### config.mk
export PLATFORM = sky130hd
export DESIGN_NAME = chgirq_regs
export DESIGN_NICKNAME = d
export VERILOG_FILES = /design/src/logic/chgirq_pkg.sv /design/src/logic/chgirq_regs.sv
export VERILOG_INCLUDE_DIRS = /design/src /design/src/logic
export SDC_FILE = /design/constraint.sdc
export NUM_CORES = 1
export LEC_CHECK = 0
export ABC_AREA = 1
export ABC_CLOCK_PERIOD_IN_PS = 1500
export BUFFER_PORTS_ARGS = -buffer_cell sky130_fd_sc_hd__buf_2
export CORE_MARGIN = 2
export CORE_UTILIZATION = 35
export DETAILED_ROUTE_END_ITERATION = 8
export GPL_TIMING_DRIVEN = 0
export HOLD_SLACK_MARGIN = 0.05
export PLACE_DENSITY = 0.59
export SLEW_MARGIN = 25
export SYNTH_ARGS = -nofsm -noshare
export SYNTH_HDL_FRONTEND = slang
export SYNTH_SLANG_ARGS = --single-unit
### constraint.sdc
create_clock -name clk_sys_in -period 1.5 [get_ports clk_sys_in]
set_clock_uncertainty 0.1 [all_clocks]
set_input_delay 0.15 -clock clk_sys_in [delete_from_list [all_inputs] [get_ports clk_sys_in]]
set_output_delay 0.15 -clock clk_sys_in [all_outputs]
set_load 0.01 [all_outputs]
### src/logic/chgirq_map.svh
// Register offsets, field positions and reset values of the charger register bank.
`ifndef CHGIRQ_MAP_SVH
`define CHGIRQ_MAP_SVH

// ****************************************************************
// Register offsets
// ****************************************************************
`define CHGIRQ_OFF_RSVD_CFG   8'h70
`define CHGIRQ_OFF_CONTROL    8'h71
`define CHGIRQ_OFF_EVT_STATUS 8'h78
`define CHGIRQ_OFF_EVT_ENABLE 8'h79
`define CHGIRQ_OFF_STATE_RB   8'h7a

// ****************************************************************
// Field positions
// ****************************************************************
`define CHGIRQ_CTL_SUSPEND    7
`define CHGIRQ_CTL_RSVD       6
`define CHGIRQ_CTL_TOT_HI     5
`define CHGIRQ_CTL_TOT_LO     4
`define CHGIRQ_CTL_PRE_HI     3
`define CHGIRQ_CTL_PRE_LO     2
`define CHGIRQ_CTL_OVP_HI     1
`define CHGIRQ_CTL_OVP_LO     0
`define CHGIRQ_ST_TIMER_IRQ   7
`define CHGIRQ_ST_TEMP_IRQ    6
`define CHGIRQ_ST_INPUT_IRQ   5
`define CHGIRQ_ST_CHG_IRQ     4
`define CHGIRQ_EN_TOTAL       7
`define CHGIRQ_EN_TEMP_IN     6
`define CHGIRQ_EN_IN_CON      5
`define CHGIRQ_EN_EOC_IN      4
`define CHGIRQ_EN_PRE         3
`define CHGIRQ_EN_TEMP_OUT    2
`define CHGIRQ_EN_IN_DIS      1
`define CHGIRQ_EN_EOC_OUT     0

// ****************************************************************
// Reset values
// ****************************************************************
`define CHGIRQ_RST_RSVD_CFG   8'h00
`define CHGIRQ_RST_CONTROL    8'h00
`define CHGIRQ_RST_IRQ_STAT   4'h0
`define CHGIRQ_RST_ENABLE     8'h00
`define CHGIRQ_RD_UNMAPPED    8'h00

`endif

### src/logic/chgirq_pkg.sv
// Types shared by the charger register bank.
package chgirq_pkg;

  // Live status from the charger analog and state machine.
  typedef struct packed {
    logic       total_timeout;
    logic       precondition_timeout;
    logic       temperature_valid;
    logic       supply_valid;
    logic       end_of_charge;
    logic [1:0] charging_state;
    logic       ac_detect;
  } chgirq_status_t;

  // Settings handed to the charger.
  typedef struct packed {
    logic       charge_suspend;
    logic [1:0] total_timeout_select;
    logic [1:0] precondition_timeout_select;
    logic [1:0] input_overvoltage_threshold_select;
  } chgirq_ctrl_t;

endpackage

### src/logic/chgirq_regs.sv
// Charger control, status and event interrupt register bank.
`include "chgirq_map.svh"

module chgirq_regs
(
  input  wire logic                   clk_sys_in,
  input  wire logic                   nrst_in,
  input  wire logic [7:0]             addr_in,
  input  wire logic [7:0]             wdata_in,
  input  wire logic                   wr_in,
  input  wire logic                   rd_in,
  output logic      [7:0]             rdata_out,
  input  wire chgirq_pkg::chgirq_status_t status_in,
  output chgirq_pkg::chgirq_ctrl_t    ctrl_out,
  output logic                        irq_out
);

  // ****************************************************************
  // Input synchronisers
  // ****************************************************************
  chgirq_pkg::chgirq_status_t sync1_q;
  chgirq_pkg::chgirq_status_t sync2_q;
  chgirq_pkg::chgirq_status_t prev_q;
  logic       [7:0]           rsvd_cfg_q;
  logic       [7:0]           control_q;
  logic       [3:0]           arm_q;
  logic       [7:0]           enable_q;
  logic       [7:0]           rdata_q;
  logic                       irq_q;
  logic       [7:0]           status_rd;
  logic       [7:0]           state_rd;
  logic                       supply_ok;
  logic                       ev_total;
  logic                       ev_pre;
  logic                       ev_temp_in;
  logic                       ev_temp_out;
  logic                       ev_in_con;
  logic                       ev_in_dis;
  logic                       ev_eoc_in;
  logic                       ev_eoc_out;
  logic                       irq_d;

  // Status pins come from analog and another timing domain, so two flops each.
  always_ff @(posedge clk_sys_in)
  begin
    if (!nrst_in)
    begin
      sync1_q <= '0;
      sync2_q <= '0;
      prev_q  <= '0;
    end
    else
    begin
      sync1_q <= status_in;
      sync2_q <= sync1_q;
      prev_q  <= sync2_q;
    end
  end

  // ****************************************************************
  // Writable registers
  // ****************************************************************

  // Reserved configuration byte holds whatever software writes.
  always_ff @(posedge clk_sys_in)
  begin
    if (!nrst_in)
      rsvd_cfg_q <= `CHGIRQ_RST_RSVD_CFG;
    else if (wr_in && addr_in == `CHGIRQ_OFF_RSVD_CFG)
      rsvd_cfg_q <= wdata_in;
  end

  // Control register: suspend, timer selects and overvoltage select.
  always_ff @(posedge clk_sys_in)
  begin
    if (!nrst_in)
      control_q <= `CHGIRQ_RST_CONTROL;
    else if (wr_in && addr_in == `CHGIRQ_OFF_CONTROL)
      control_q <= wdata_in;
  end

  // Group arm bits live in the upper half of the event status register.
  always_ff @(posedge clk_sys_in)
  begin
    if (!nrst_in)
      arm_q <= `CHGIRQ_RST_IRQ_STAT;
    else if (wr_in && addr_in == `CHGIRQ_OFF_EVT_STATUS)
      arm_q <= wdata_in[7:4];
  end

  // Per-event interrupt enables.
  always_ff @(posedge clk_sys_in)
  begin
    if (!nrst_in)
      enable_q <= `CHGIRQ_RST_ENABLE;
    else if (wr_in && addr_in == `CHGIRQ_OFF_EVT_ENABLE)
      enable_q <= wdata_in;
  end

  // Settings driven to the charger straight from the control register.
  assign ctrl_out.charge_suspend                     = control_q[`CHGIRQ_CTL_SUSPEND];
  assign ctrl_out.total_timeout_select               = control_q[5:4];
  assign ctrl_out.precondition_timeout_select        = control_q[3:2];
  assign ctrl_out.input_overvoltage_threshold_select = control_q[1:0];

  // ****************************************************************
  // Event detection
  // ****************************************************************

  // Timer, temperature and end-of-charge edges only count with a valid supply.
  assign supply_ok   = sync2_q.supply_valid & prev_q.supply_valid;
  assign ev_total    = supply_ok & sync2_q.total_timeout & ~prev_q.total_timeout;
  assign ev_pre      = supply_ok & sync2_q.precondition_timeout
                       & ~prev_q.precondition_timeout;
  assign ev_temp_in  = supply_ok & sync2_q.temperature_valid & ~prev_q.temperature_valid;
  assign ev_temp_out = supply_ok & ~sync2_q.temperature_valid & prev_q.temperature_valid;
  assign ev_in_con   = sync2_q.supply_valid & ~prev_q.supply_valid;
  assign ev_in_dis   = ~sync2_q.supply_valid & prev_q.supply_valid;
  assign ev_eoc_in   = supply_ok & sync2_q.end_of_charge & ~prev_q.end_of_charge;
  assign ev_eoc_out  = supply_ok & ~sync2_q.end_of_charge & prev_q.end_of_charge;

  // An interrupt needs the event, its enable and its group arm bit.
  always_comb
  begin
    irq_d = 1'b0;
    if (arm_q[3] && enable_q[`CHGIRQ_EN_TOTAL] && ev_total)
      irq_d = 1'b1;
    if (arm_q[3] && enable_q[`CHGIRQ_EN_PRE] && ev_pre)
      irq_d = 1'b1;
    if (arm_q[2] && enable_q[`CHGIRQ_EN_TEMP_IN] && ev_temp_in)
      irq_d = 1'b1;
    if (arm_q[2] && enable_q[`CHGIRQ_EN_TEMP_OUT] && ev_temp_out)
      irq_d = 1'b1;
    if (arm_q[1] && enable_q[`CHGIRQ_EN_IN_CON] && ev_in_con)
      irq_d = 1'b1;
    if (arm_q[1] && enable_q[`CHGIRQ_EN_IN_DIS] && ev_in_dis)
      irq_d = 1'b1;
    if (arm_q[0] && enable_q[`CHGIRQ_EN_EOC_IN] && ev_eoc_in)
      irq_d = 1'b1;
    if (arm_q[0] && enable_q[`CHGIRQ_EN_EOC_OUT] && ev_eoc_out)
      irq_d = 1'b1;
  end

  // Pending request holds until the status register is read; a new event wins.
  always_ff @(posedge clk_sys_in)
  begin
    if (!nrst_in)
      irq_q <= 1'b0;
    else if (irq_d)
      irq_q <= 1'b1;
    else if (rd_in && addr_in == `CHGIRQ_OFF_EVT_STATUS)
      irq_q <= 1'b0;
  end

  assign irq_out = irq_q;

  // ****************************************************************
  // Read path
  // ****************************************************************

  // Event status: arm bits above, live flags below.
  always_comb
  begin
    status_rd      = '0;
    status_rd[7:4] = arm_q;
    status_rd[3]   = sync2_q.precondition_timeout | sync2_q.total_timeout;
    status_rd[2]   = sync2_q.temperature_valid;
    status_rd[1]   = sync2_q.supply_valid;
    status_rd[0]   = sync2_q.end_of_charge;
  end

  // State readback with reserved bits at zero.
  always_comb
  begin
    state_rd      = '0;
    state_rd[5:4] = sync2_q.charging_state;
    state_rd[1]   = sync2_q.ac_detect;
  end

  // Read data is registered and stands in the cycle after the strobe only.
  always_ff @(posedge clk_sys_in)
  begin
    if (!nrst_in)
      rdata_q <= `CHGIRQ_RD_UNMAPPED;
    else if (rd_in)
    begin
      case (addr_in)
        `CHGIRQ_OFF_RSVD_CFG:   rdata_q <= rsvd_cfg_q;
        `CHGIRQ_OFF_CONTROL:    rdata_q <= control_q;
        `CHGIRQ_OFF_EVT_STATUS: rdata_q <= status_rd;
        `CHGIRQ_OFF_EVT_ENABLE: rdata_q <= enable_q;
        `CHGIRQ_OFF_STATE_RB:   rdata_q <= state_rd;
        default:                rdata_q <= `CHGIRQ_RD_UNMAPPED;
      endcase
    end
    else
      rdata_q <= `CHGIRQ_RD_UNMAPPED;
  end

  assign rdata_out = rdata_q;

endmodule

==> impl_metrics.yaml, run 1 <==
synthesis:
  avgSynthCellArea_um2: 7.32
  synth_warnings: 0
  yosys.area.top_type: "dfxtp_1"
  synthCells: 333
  synth_area_leaders: "dfxtp_1 (48%), nand2_1 (16%), nand3_1 (7.2%)"
  ys_types: 20
  syn_nets: 361
  synth-seq-area-share: 0.476
  syn-cell-area_mm2: 0.00244
  ys_ff_latch: 58
  yosysTopAreaCellShare: 0.476
floorplan:
  dieArea_mm2: 0.00765
  start_util: 0.361
  rows: 30
  io_pins: 44
  die_h_um: 87.5
  core_area_mm2: 0.00676
  die_w_um: 87.5
status:
  status: "complete, no violations"
timing:
  rsz0062_at_grt: "false"
  hold_violations: 0
  worstMarginPinSlew_ns: 0.549
  timing.final.ws_setup_ns: 0.302
  max_slew_margin: 0.634
  period_share: 0.799
  post-route-min-period_ns: 1.20
  max_freq_mhz: 834
  fin_hold_ws_ns: 0.0913
  report.final.setup_viol: 0
  slew_viol_final: 0
clocking:
  cts.sinks: 58
  cts-root-buf: "clkbuf_8"
  cts_htree_levels: 3
  numCtsBuffers: 9
  clock_insertion_delay_worst_skew_ns: 0.34
  cts_tree: "done"
  cts_buffer_depth: 2
  clkSlewWorstSetupHoldPaths_ns: 0.07
routing:
  routedWlPerCell_um: 12.2
  vias_per_cell: 4.60
  drc: 0
  num_vias: 2240
  first_pass_iters: 4
  ant_nets: 0
  drt_wl_total_um: 5960
  drt_iter0_markers: 149
setup_path:
  cp_data_arrival_time_ns: 1.36
  critPathLaunchType: "primary input"
  end_kind: "flip-flop"
  reg2reg_slack_ns: 0.47
  cp.required_ns: 1.66
  critical_path_class: "in2reg"
  crit_fanout: 9
finish:
  synthToLayoutAreaGrowth_pct: 28.2
  antenna_cells: 0
  num-fill-cells: 684
  drive_gt1_frac: 0.204
  final_util: 0.463
  num-nets-final: 430
power_and_ir_drop:
  power.density_mw_per_mm2: 1070
  vdd_drop_max_mv: 0.649
  leakage_uw: 0.00149
place:
  dpl.hpwl_um: 4260
  port-buffer-count: 42
  pre_cts_ws_ns: -0.0216
  place.gp.congestion: 0.843
global_route:
  grtUsageTotal: 0.168
  grt_pass1_wl_um: 9660
  antenna_found_initial: 0
  grt_pass1_vias: 1975
  grt_max_degree: 11
  overflow: 0
run:
  cap_violations: 0
hold_path:
  hold_class: "in2reg"
[state kept, by name (all words and copies together), names as in the netlist]
register	cells
arm_q	4
control_q	8
enable_q	8
irq_out	1
prev_q	5
rdata_out	8
rsvd_cfg_q	8
state_rd	3
status_rd	3
sync1_q	8
sync2_q	2
[path summary, 6_finish.rpt]
kind                                start  cells past startpoint                        end
setup / recovery               addr_in[1]                      8  control_q[7]$_SDFFE_PN0P_
hold / removal                      rd_in                      4       irq_out$_SDFFE_PN0P_
setup reg to reg  status_rd[2]$_SDFF_PN0_                      6       irq_out$_SDFFE_PN0P_
hold reg to reg     sync1_q[0]$_SDFF_PN0_                      2     state_rd[1]$_SDFF_PN0_
[report_power, final]
group          switching (uW)  internal (uW)
sequential               11.5           1570
clock                     613            951
combinational             114           78.3
total                     739           2590
[area by class of cell]
| class | count | area, um^2 | area share |
|---|---|---|---|
| inverter | 46 | 175 | 0.0560 |
| multi-input combinational | 213 | 1000 | 0.321 |
| tap | 80 | 100 | 0.0320 |
| clock inverter | 1 | 30.0 | 0.00961 |
| clock buffer | 15 | 186 | 0.0596 |
| buffer | 16 | 100 | 0.0320 |
| timing repair buffer | 58 | 370 | 0.118 |
| sequential | 58 | 1160 | 0.371 |
[metal layers]
metal,vias to the layer above,global-route usage,part of all wire
met5,-,0,0
met4,0,0.0587,0.013
met3,9,0.0483,0.074
met2,74,0.266,0.45
met1,984,0.217,0.46
li1,1173,-,-
[critical path: stages]
cell	delay, ns
buf_2	0.10
inv_1	0.08
nand2_1	0.16
nor2_4	0.28
nand3_4	0.19
clkinv_2	0.18
nand2_1	0.08
a21oi_1	0.14
[cell families after synthesis]
| family | Yosys count | synth area share |
|---|---|---|
| AND/OR/NAND/NOR | 171 | 0.325 |
| buffers and inverters | 62 | 0.113 |
| flip-flops | 58 | 0.476 |
| AO/OA/AOI/OAI | 42 | 0.0862 |
[repair_timing]
action	4_1_cts	5_1_grt
hold buffers	16	0
buffers inserted	0	0
resized for setup	0	0
endpoints found under the hold margin	32	0
[placed cells by master (no fill, tap or decap), types with 7 or more instances in the layout]
master | Yosys | layout
nand2_1 | 101 | 101
clkbuf_1 | 5 | 7
dlygate4sd3_1 | 0 | 16
buf_4 | 8 | 8
nor2_1 | 17 | 17
buf_2 | 2 | 44
a21oi_1 | 33 | 33
o21ai_0 | 9 | 9
inv_1 | 43 | 43
clkbuf_8 | 0 | 13
nand3_1 | 35 | 35
dfxtp_1 | 58 | 58
[cell usage after synthesis]
cell	instances
nand2_2	3
nand3_1	35
nor2_8	1
o21ai_0	9
clkbuf_1	5
nor2_4	4
clkinv_2	2
nand2_4	1
dfxtp_1	58
inv_2	1
nor2_1	17
buf_2	2
nand3_4	2
a21oi_1	33
nor2_2	2
buf_6	1
inv_1	43
buf_4	8
nand2_1	101
nand4_1	5
[per-stage QoR]
stage / power, uW / cells / cell area [um^2] / TNS (ns)
3_3_place_gp: 1770 / 455 / 2750 / -0.0192
2_1_floorplan: 1690 / 333 / 2440 / 0
3_5_place_dp: 1770 / 455 / 2750 / -0.0216
6_report: 3330 / 487 / 3130 / 0
5_1_grt: 3460 / 487 / 3130 / 0
4_1_cts: 3360 / 487 / 3130 / 0
No activity file was read; power rests on OpenSTA's default activity.
==> run 2, diff against run 1 <==
Settings changed: ABC_CLOCK_PERIOD_IN_PS 1500 to 1000, PLACE_DENSITY 0.59 to 0.61.
Clock period 1.5 ns to 1 ns, I/O delays scaled along.
==> run 2 against run 1 <==
  * The run now ends with negative setup slack left
  * Die area unchanged
  * First-iteration DRC count up 19%
  * Final cell count up 4.5%
==> impl_metrics.yaml, run 2 (synthesis results as in run 1) <==
clocking:
  cts_buffer_depth: 2
  clock_insertion_delay_worst_skew_ns: 0.33
  cts_tree: "done"
  cts-root-buf: "clkbuf_8"
  clkSlewWorstSetupHoldPaths_ns: 0.07
  cts_htree_levels: 3
  cts.sinks: 58
  numCtsBuffers: 9
global_route:
  grt_pass1_vias: 2305
  grtUsageTotal: 0.189
  grt_pass1_wl_um: 10800
  antenna_found_initial: 0
  grt_max_degree: 11
  overflow: 0
setup_path:
  end_kind: "output port"
  r2r-end: "rdata_out[2]$_SDFF_PN0_"
  critical_path_class: "reg2out"
  cp_data_arrival_time_ns: 0.86
  reg2reg_depth: 5
  crit_fanout: 2
  cp.required_ns: 0.80
  critPathLaunchType: "flip-flop"
  startpoint: "control_q[1]$_SDFFE_PN0P_"
  crit_path_end: "ctrl_out[1]"
  reg2reg_slack_ns: 0.01
  r2r_start: "control_q[2]$_SDFFE_PN0P_"
hold_path:
  hold_class: "in2reg"
finish:
  synthToLayoutAreaGrowth_pct: 45.8
  layout_commonest_cell: "nand2_1"
  drive_gt1_frac: 0.354
  num-nets-final: 452
  most-common-layout-cells: "nand2_1 (94), inv_1 (40), dfxtp_1 (36), a21oi_1 (31), buf_2 (30)"
  final_util: 0.526
  antenna_cells: 0
timing:
  report.final.setup_viol: 1
  period_share: 1.06
  fin_hold_ws_ns: 0.0892
  max_freq_mhz: 941
  hold_violations: 0
  timing.final.ws_setup_ns: -0.0626
  slew_viol_final: 0
  rsz0062_at_grt: "true"
  worstMarginPinSlew_ns: 0.553
  post-route-min-period_ns: 1.06
  max_slew_margin: 0.631
floorplan:
  io_pins: 44
  rows: 30
  dieArea_mm2: 0.00765
  die_h_um: 87.5
  die_w_um: 87.5
  core_area_mm2: 0.00676
  start_util: 0.361
routing:
  vias_per_cell: 4.74
  routedWlPerCell_um: 13.5
  drt_iter0_markers: 177
  drc: 0
  first_pass_iters: 4
  num_vias: 2413
  ant_nets: 0
  drt_wl_total_um: 6870
place:
  port-buffer-count: 42
  dpl.hpwl_um: 4560
  place.gp.congestion: 0.829
power_and_ir_drop:
  power.density_mw_per_mm2: 1300
  leakage_uw: 0.00164
  vdd_drop_max_mv: 0.811
status:
  status: "finished, violations left"
  violations: "negative setup slack"
run:
  cap_violations: 0
==> run 2: cell count changes in the layout (fill, tap and decap cells not counted), sizes merged <==
cell,delta
clkinv,+2
bufinv,-1
clkinvlp,+2
inv,+1
buf,+17
dlygate4sd3,+1
clkbuf,-3
nand3,+1
dlymetal6s4s,+2
==> run 2: layout make-up <==
cell class | instances | area (um^2)
Clock buffer | 11 | 141
Fill cell | 657 | 3200
Multi-Input combinational cell | 214 | 1140
Timing Repair Buffer | 85 | 691
Tap cell | 80 | 100
Buffer | 10 | 66.3
Inverter | 46 | 199
Clock inverter | 5 | 30.0
Sequential cell | 58 | 1190
==> run 2: critical path: stages, from the launching register on <==
cell,delay (ns)
dfxtp_2,0.32
buf_6,0.10
buf_6,0.11
==> run 2: per-layer routing <==
layer | global-route usage | share of wire | vias up
li1 | - | - | 1231
met1 | 0.231 | 0.43 | 1105
met2 | 0.307 | 0.50 | 69
met3 | 0.0540 | 0.057 | 8
met4 | 0.0825 | 0.014 | 0
met5 | 0 | 0 | -
==> run 2: report_power, final <==
| part | switching (uW) | internal (uW) |
|---|---|---|
| clock network | 923 | 952 |
| registers | 18.7 | 2350 |
| logic | 213 | 161 |
| total | 1160 | 3460 |
==> run 2: what timing repair did <==
item / CTS / global route
pin swaps: 4 / 22
endpoints found under the setup margin: 38 / 45
hold buffers: 19 / 0
cloned: 1 / 1
gates resized for setup: 32 / 48
endpoints found under the hold margin: 39 / 0
buffers inserted: 15 / 8
==> run 2: how the worst min path moves through the flow <==
stage	start	end	slack [ns]	depth (start not counted)
4_1_cts	rd_in	rdata_out[4]$_SDFF_PN0_	0.09	3
5_1_grt	rd_in	rdata_out[4]$_SDFF_PN0_	0.10	3
3_5_place_dp	status_in[6]	sync1_q[6]$_SDFF_PN0_	0.19	3
6_report	nrst_in	enable_q[2]$_SDFFE_PN0P_	0.09	3
3_3_place_gp	status_in[3]	sync1_q[3]$_SDFF_PN0_	0.18	3
2_1_floorplan	status_in[0]	sync1_q[0]$_SDFF_PN0_	0.1	2
==> run 2: per-stage QoR <==
| step | TNS [ns] | power (uW) | worst slack [ns] | cells | area, um^2 |
|---|---|---|---|---|---|
| 6_report | -0.0626 | 4620 | -0.0626 | 509 | 3560 |
| 5_1_grt | -0.394 | 4830 | -0.0985 | 509 | 3560 |
| 4_1_cts | -0.0874 | 4630 | -0.0723 | 500 | 3350 |
| 3_5_place_dp | -16.20 | 2680 | -0.430 | 455 | 2830 |
| 3_3_place_gp | -14.90 | 2680 | -0.409 | 455 | 2830 |
| 2_1_floorplan | -1.21 | 2550 | -0.0687 | 333 | 2520 |
==> run 3, diff against run 2 <==
Settings changed: ABC_CLOCK_PERIOD_IN_PS 1000 to 1310, CORE_ASPECT_RATIO from default to 0.75, PLACE_DENSITY 0.61 to 0.59.
Clock period 1 ns to 1.31 ns, I/O delays scaled along.
==> run 3 against run 2 <==
  * The run now ends clean
  * Global-route usage down 1.8 points
  * Critical path depth unchanged
  * Count of clock-buffer cells in the layout up 1
==> impl_metrics.yaml, run 3 (synthesis results as in run 1) <==
finish:
  drive_gt1_frac: 0.204
  layout_commonest_cell: "nand2_1"
  most-common-layout-cells: "nand2_1 (101), dfxtp_1 (58), buf_2 (44), inv_1 (43), nand3_1 (34)"
  synthToLayoutAreaGrowth_pct: 27.3
  final_area_mm2: 0.00310
  instances_no_fill: 490
  num-nets-final: 430
  antenna_cells: 0
setup_path:
  crit_slowest_cell: "dfxtp_1"
  reg2reg_slack_ns: 0.28
  critical_path_class: "reg2out"
  end_kind: "output port"
  critical-path-max-stage-delay_ns: 0.37
  cp_cell_sequence: "buf_4 > buf_2"
  crit_fanout: 3
  cp.required_ns: 1.08
  critPathLaunchType: "flip-flop"
  cp_data_arrival_time_ns: 0.95
place:
  dpl.hpwl_um: 4480
  dp_cells: 459
  port-buffer-count: 42
  dpl_cell_area_mm2: 0.00275
  place.gp.congestion: 0.859
  pre_cts_ws_ns: -0.180
timing:
  hold_violations: 0
  report.final.setup_viol: 0
  setup_tns_ns: 0
  fin_hold_ws_ns: 0.0691
  rsz0062_at_grt: "false"
  worstMarginPinSlew_ns: 0.569
  max_slew_margin: 0.621
  period_share: 0.899
  post-route-min-period_ns: 1.18
  max_freq_mhz: 849
  timing.final.ws_setup_ns: 0.132
  slew_viol_final: 0
routing:
  drt_wl_total_um: 5910
  num_vias: 2258
  ant_nets: 0
  drc: 0
  routedWlPerCell_um: 12.1
  drt_iter0_markers: 109
  vias_per_cell: 4.61
  first_pass_iters: 4
hold_path:
  hold_class: "in2reg"
power_and_ir_drop:
  leakage_uw: 0.00147
  power.density_mw_per_mm2: 1160
  vdd_drop_max_mv: 0.589
floorplan:
  rows: 26
  io_pins: 44
  start_util: 0.360
  core_area_mm2: 0.00677
  die_w_um: 100
  dieArea_mm2: 0.00766
  die_h_um: 76.3
clocking:
  numCtsBuffers: 9
  cts-root-buf: "clkbuf_8"
  clkSlewWorstSetupHoldPaths_ns: 0.06
  cts_buffer_depth: 2
  cts_tree: "done"
  cts.sinks: 58
  cts_htree_levels: 3
  clock_insertion_delay_worst_skew_ns: 0.34
  cts_setup_buffers: 0
global_route:
  grt_max_degree: 11
  grt_pass1_wl_um: 10000
  grtUsageTotal: 0.171
  antenna_found_initial: 0
  grt_pass1_vias: 2166
  overflow: 0
run:
  cap_violations: 0
status:
  status: "complete, no violations"
==> run 3: final timing paths <==
check | start | to | cells past startpoint
max | control_q[1]$_SDFFE_PN0P_ | ctrl_out[1] | 2
min | addr_in[0] | rdata_out[6]$_SDFF_PN0_ | 4
max reg2reg | status_rd[1]$_SDFF_PN0_ | irq_out$_SDFFE_PN0P_ | 5
min reg2reg | sync1_q[5]$_SDFF_PN0_ | status_rd[2]$_SDFF_PN0_ | 2
==> run 3: power by group <==
group | switching [uW] | leakage (uW) | total, uW | internal (uW)
logic | 131 | 0.000907 | 221 | 89.6
clock network | 655 | 0.0000962 | 1570 | 913
registers | 11.8 | 0.000471 | 1800 | 1790
==> run 3: repair_timing <==
item,in CTS,in global routing
gates resized for setup,0,1
hold buffers,16,0
setup endpoints to repair,0,1
endpoints found under the hold margin,35,0
==> run 3: layout make-up <==
class | count | area [um^2]
buffer | 16 | 100
clock buffer | 12 | 145
clock inverter | 3 | 40.0
fill | 711 | 3660
inverter | 46 | 175
multi-input combinational | 213 | 1010
sequential | 58 | 1160
tap | 84 | 105
timing repair buffer | 58 | 370
==> run 3: per-stage QoR <==
step,utilization,total power [uW]
after floorplan,-,1940
after global placement,0.407,2030
after detailed placement,0.407,2030
after CTS,0.458,3630
after global routing,0.459,3740
final,0.459,3590
==> run 3: critical path: cells and delay by family, from the launching register on <==
kind     cells  cell delay [ns]
flops        1             0.37
buf+inv      2             0.24
==> run 3: metal layers <==
metal  up-vias  GRT usage  part of all wire
li1       1171          -                 -
met1      1023      0.237              0.50
met2        57      0.252              0.42
met3         7     0.0532             0.068
met4         0     0.0534            0.0091
met5         -          0                 0
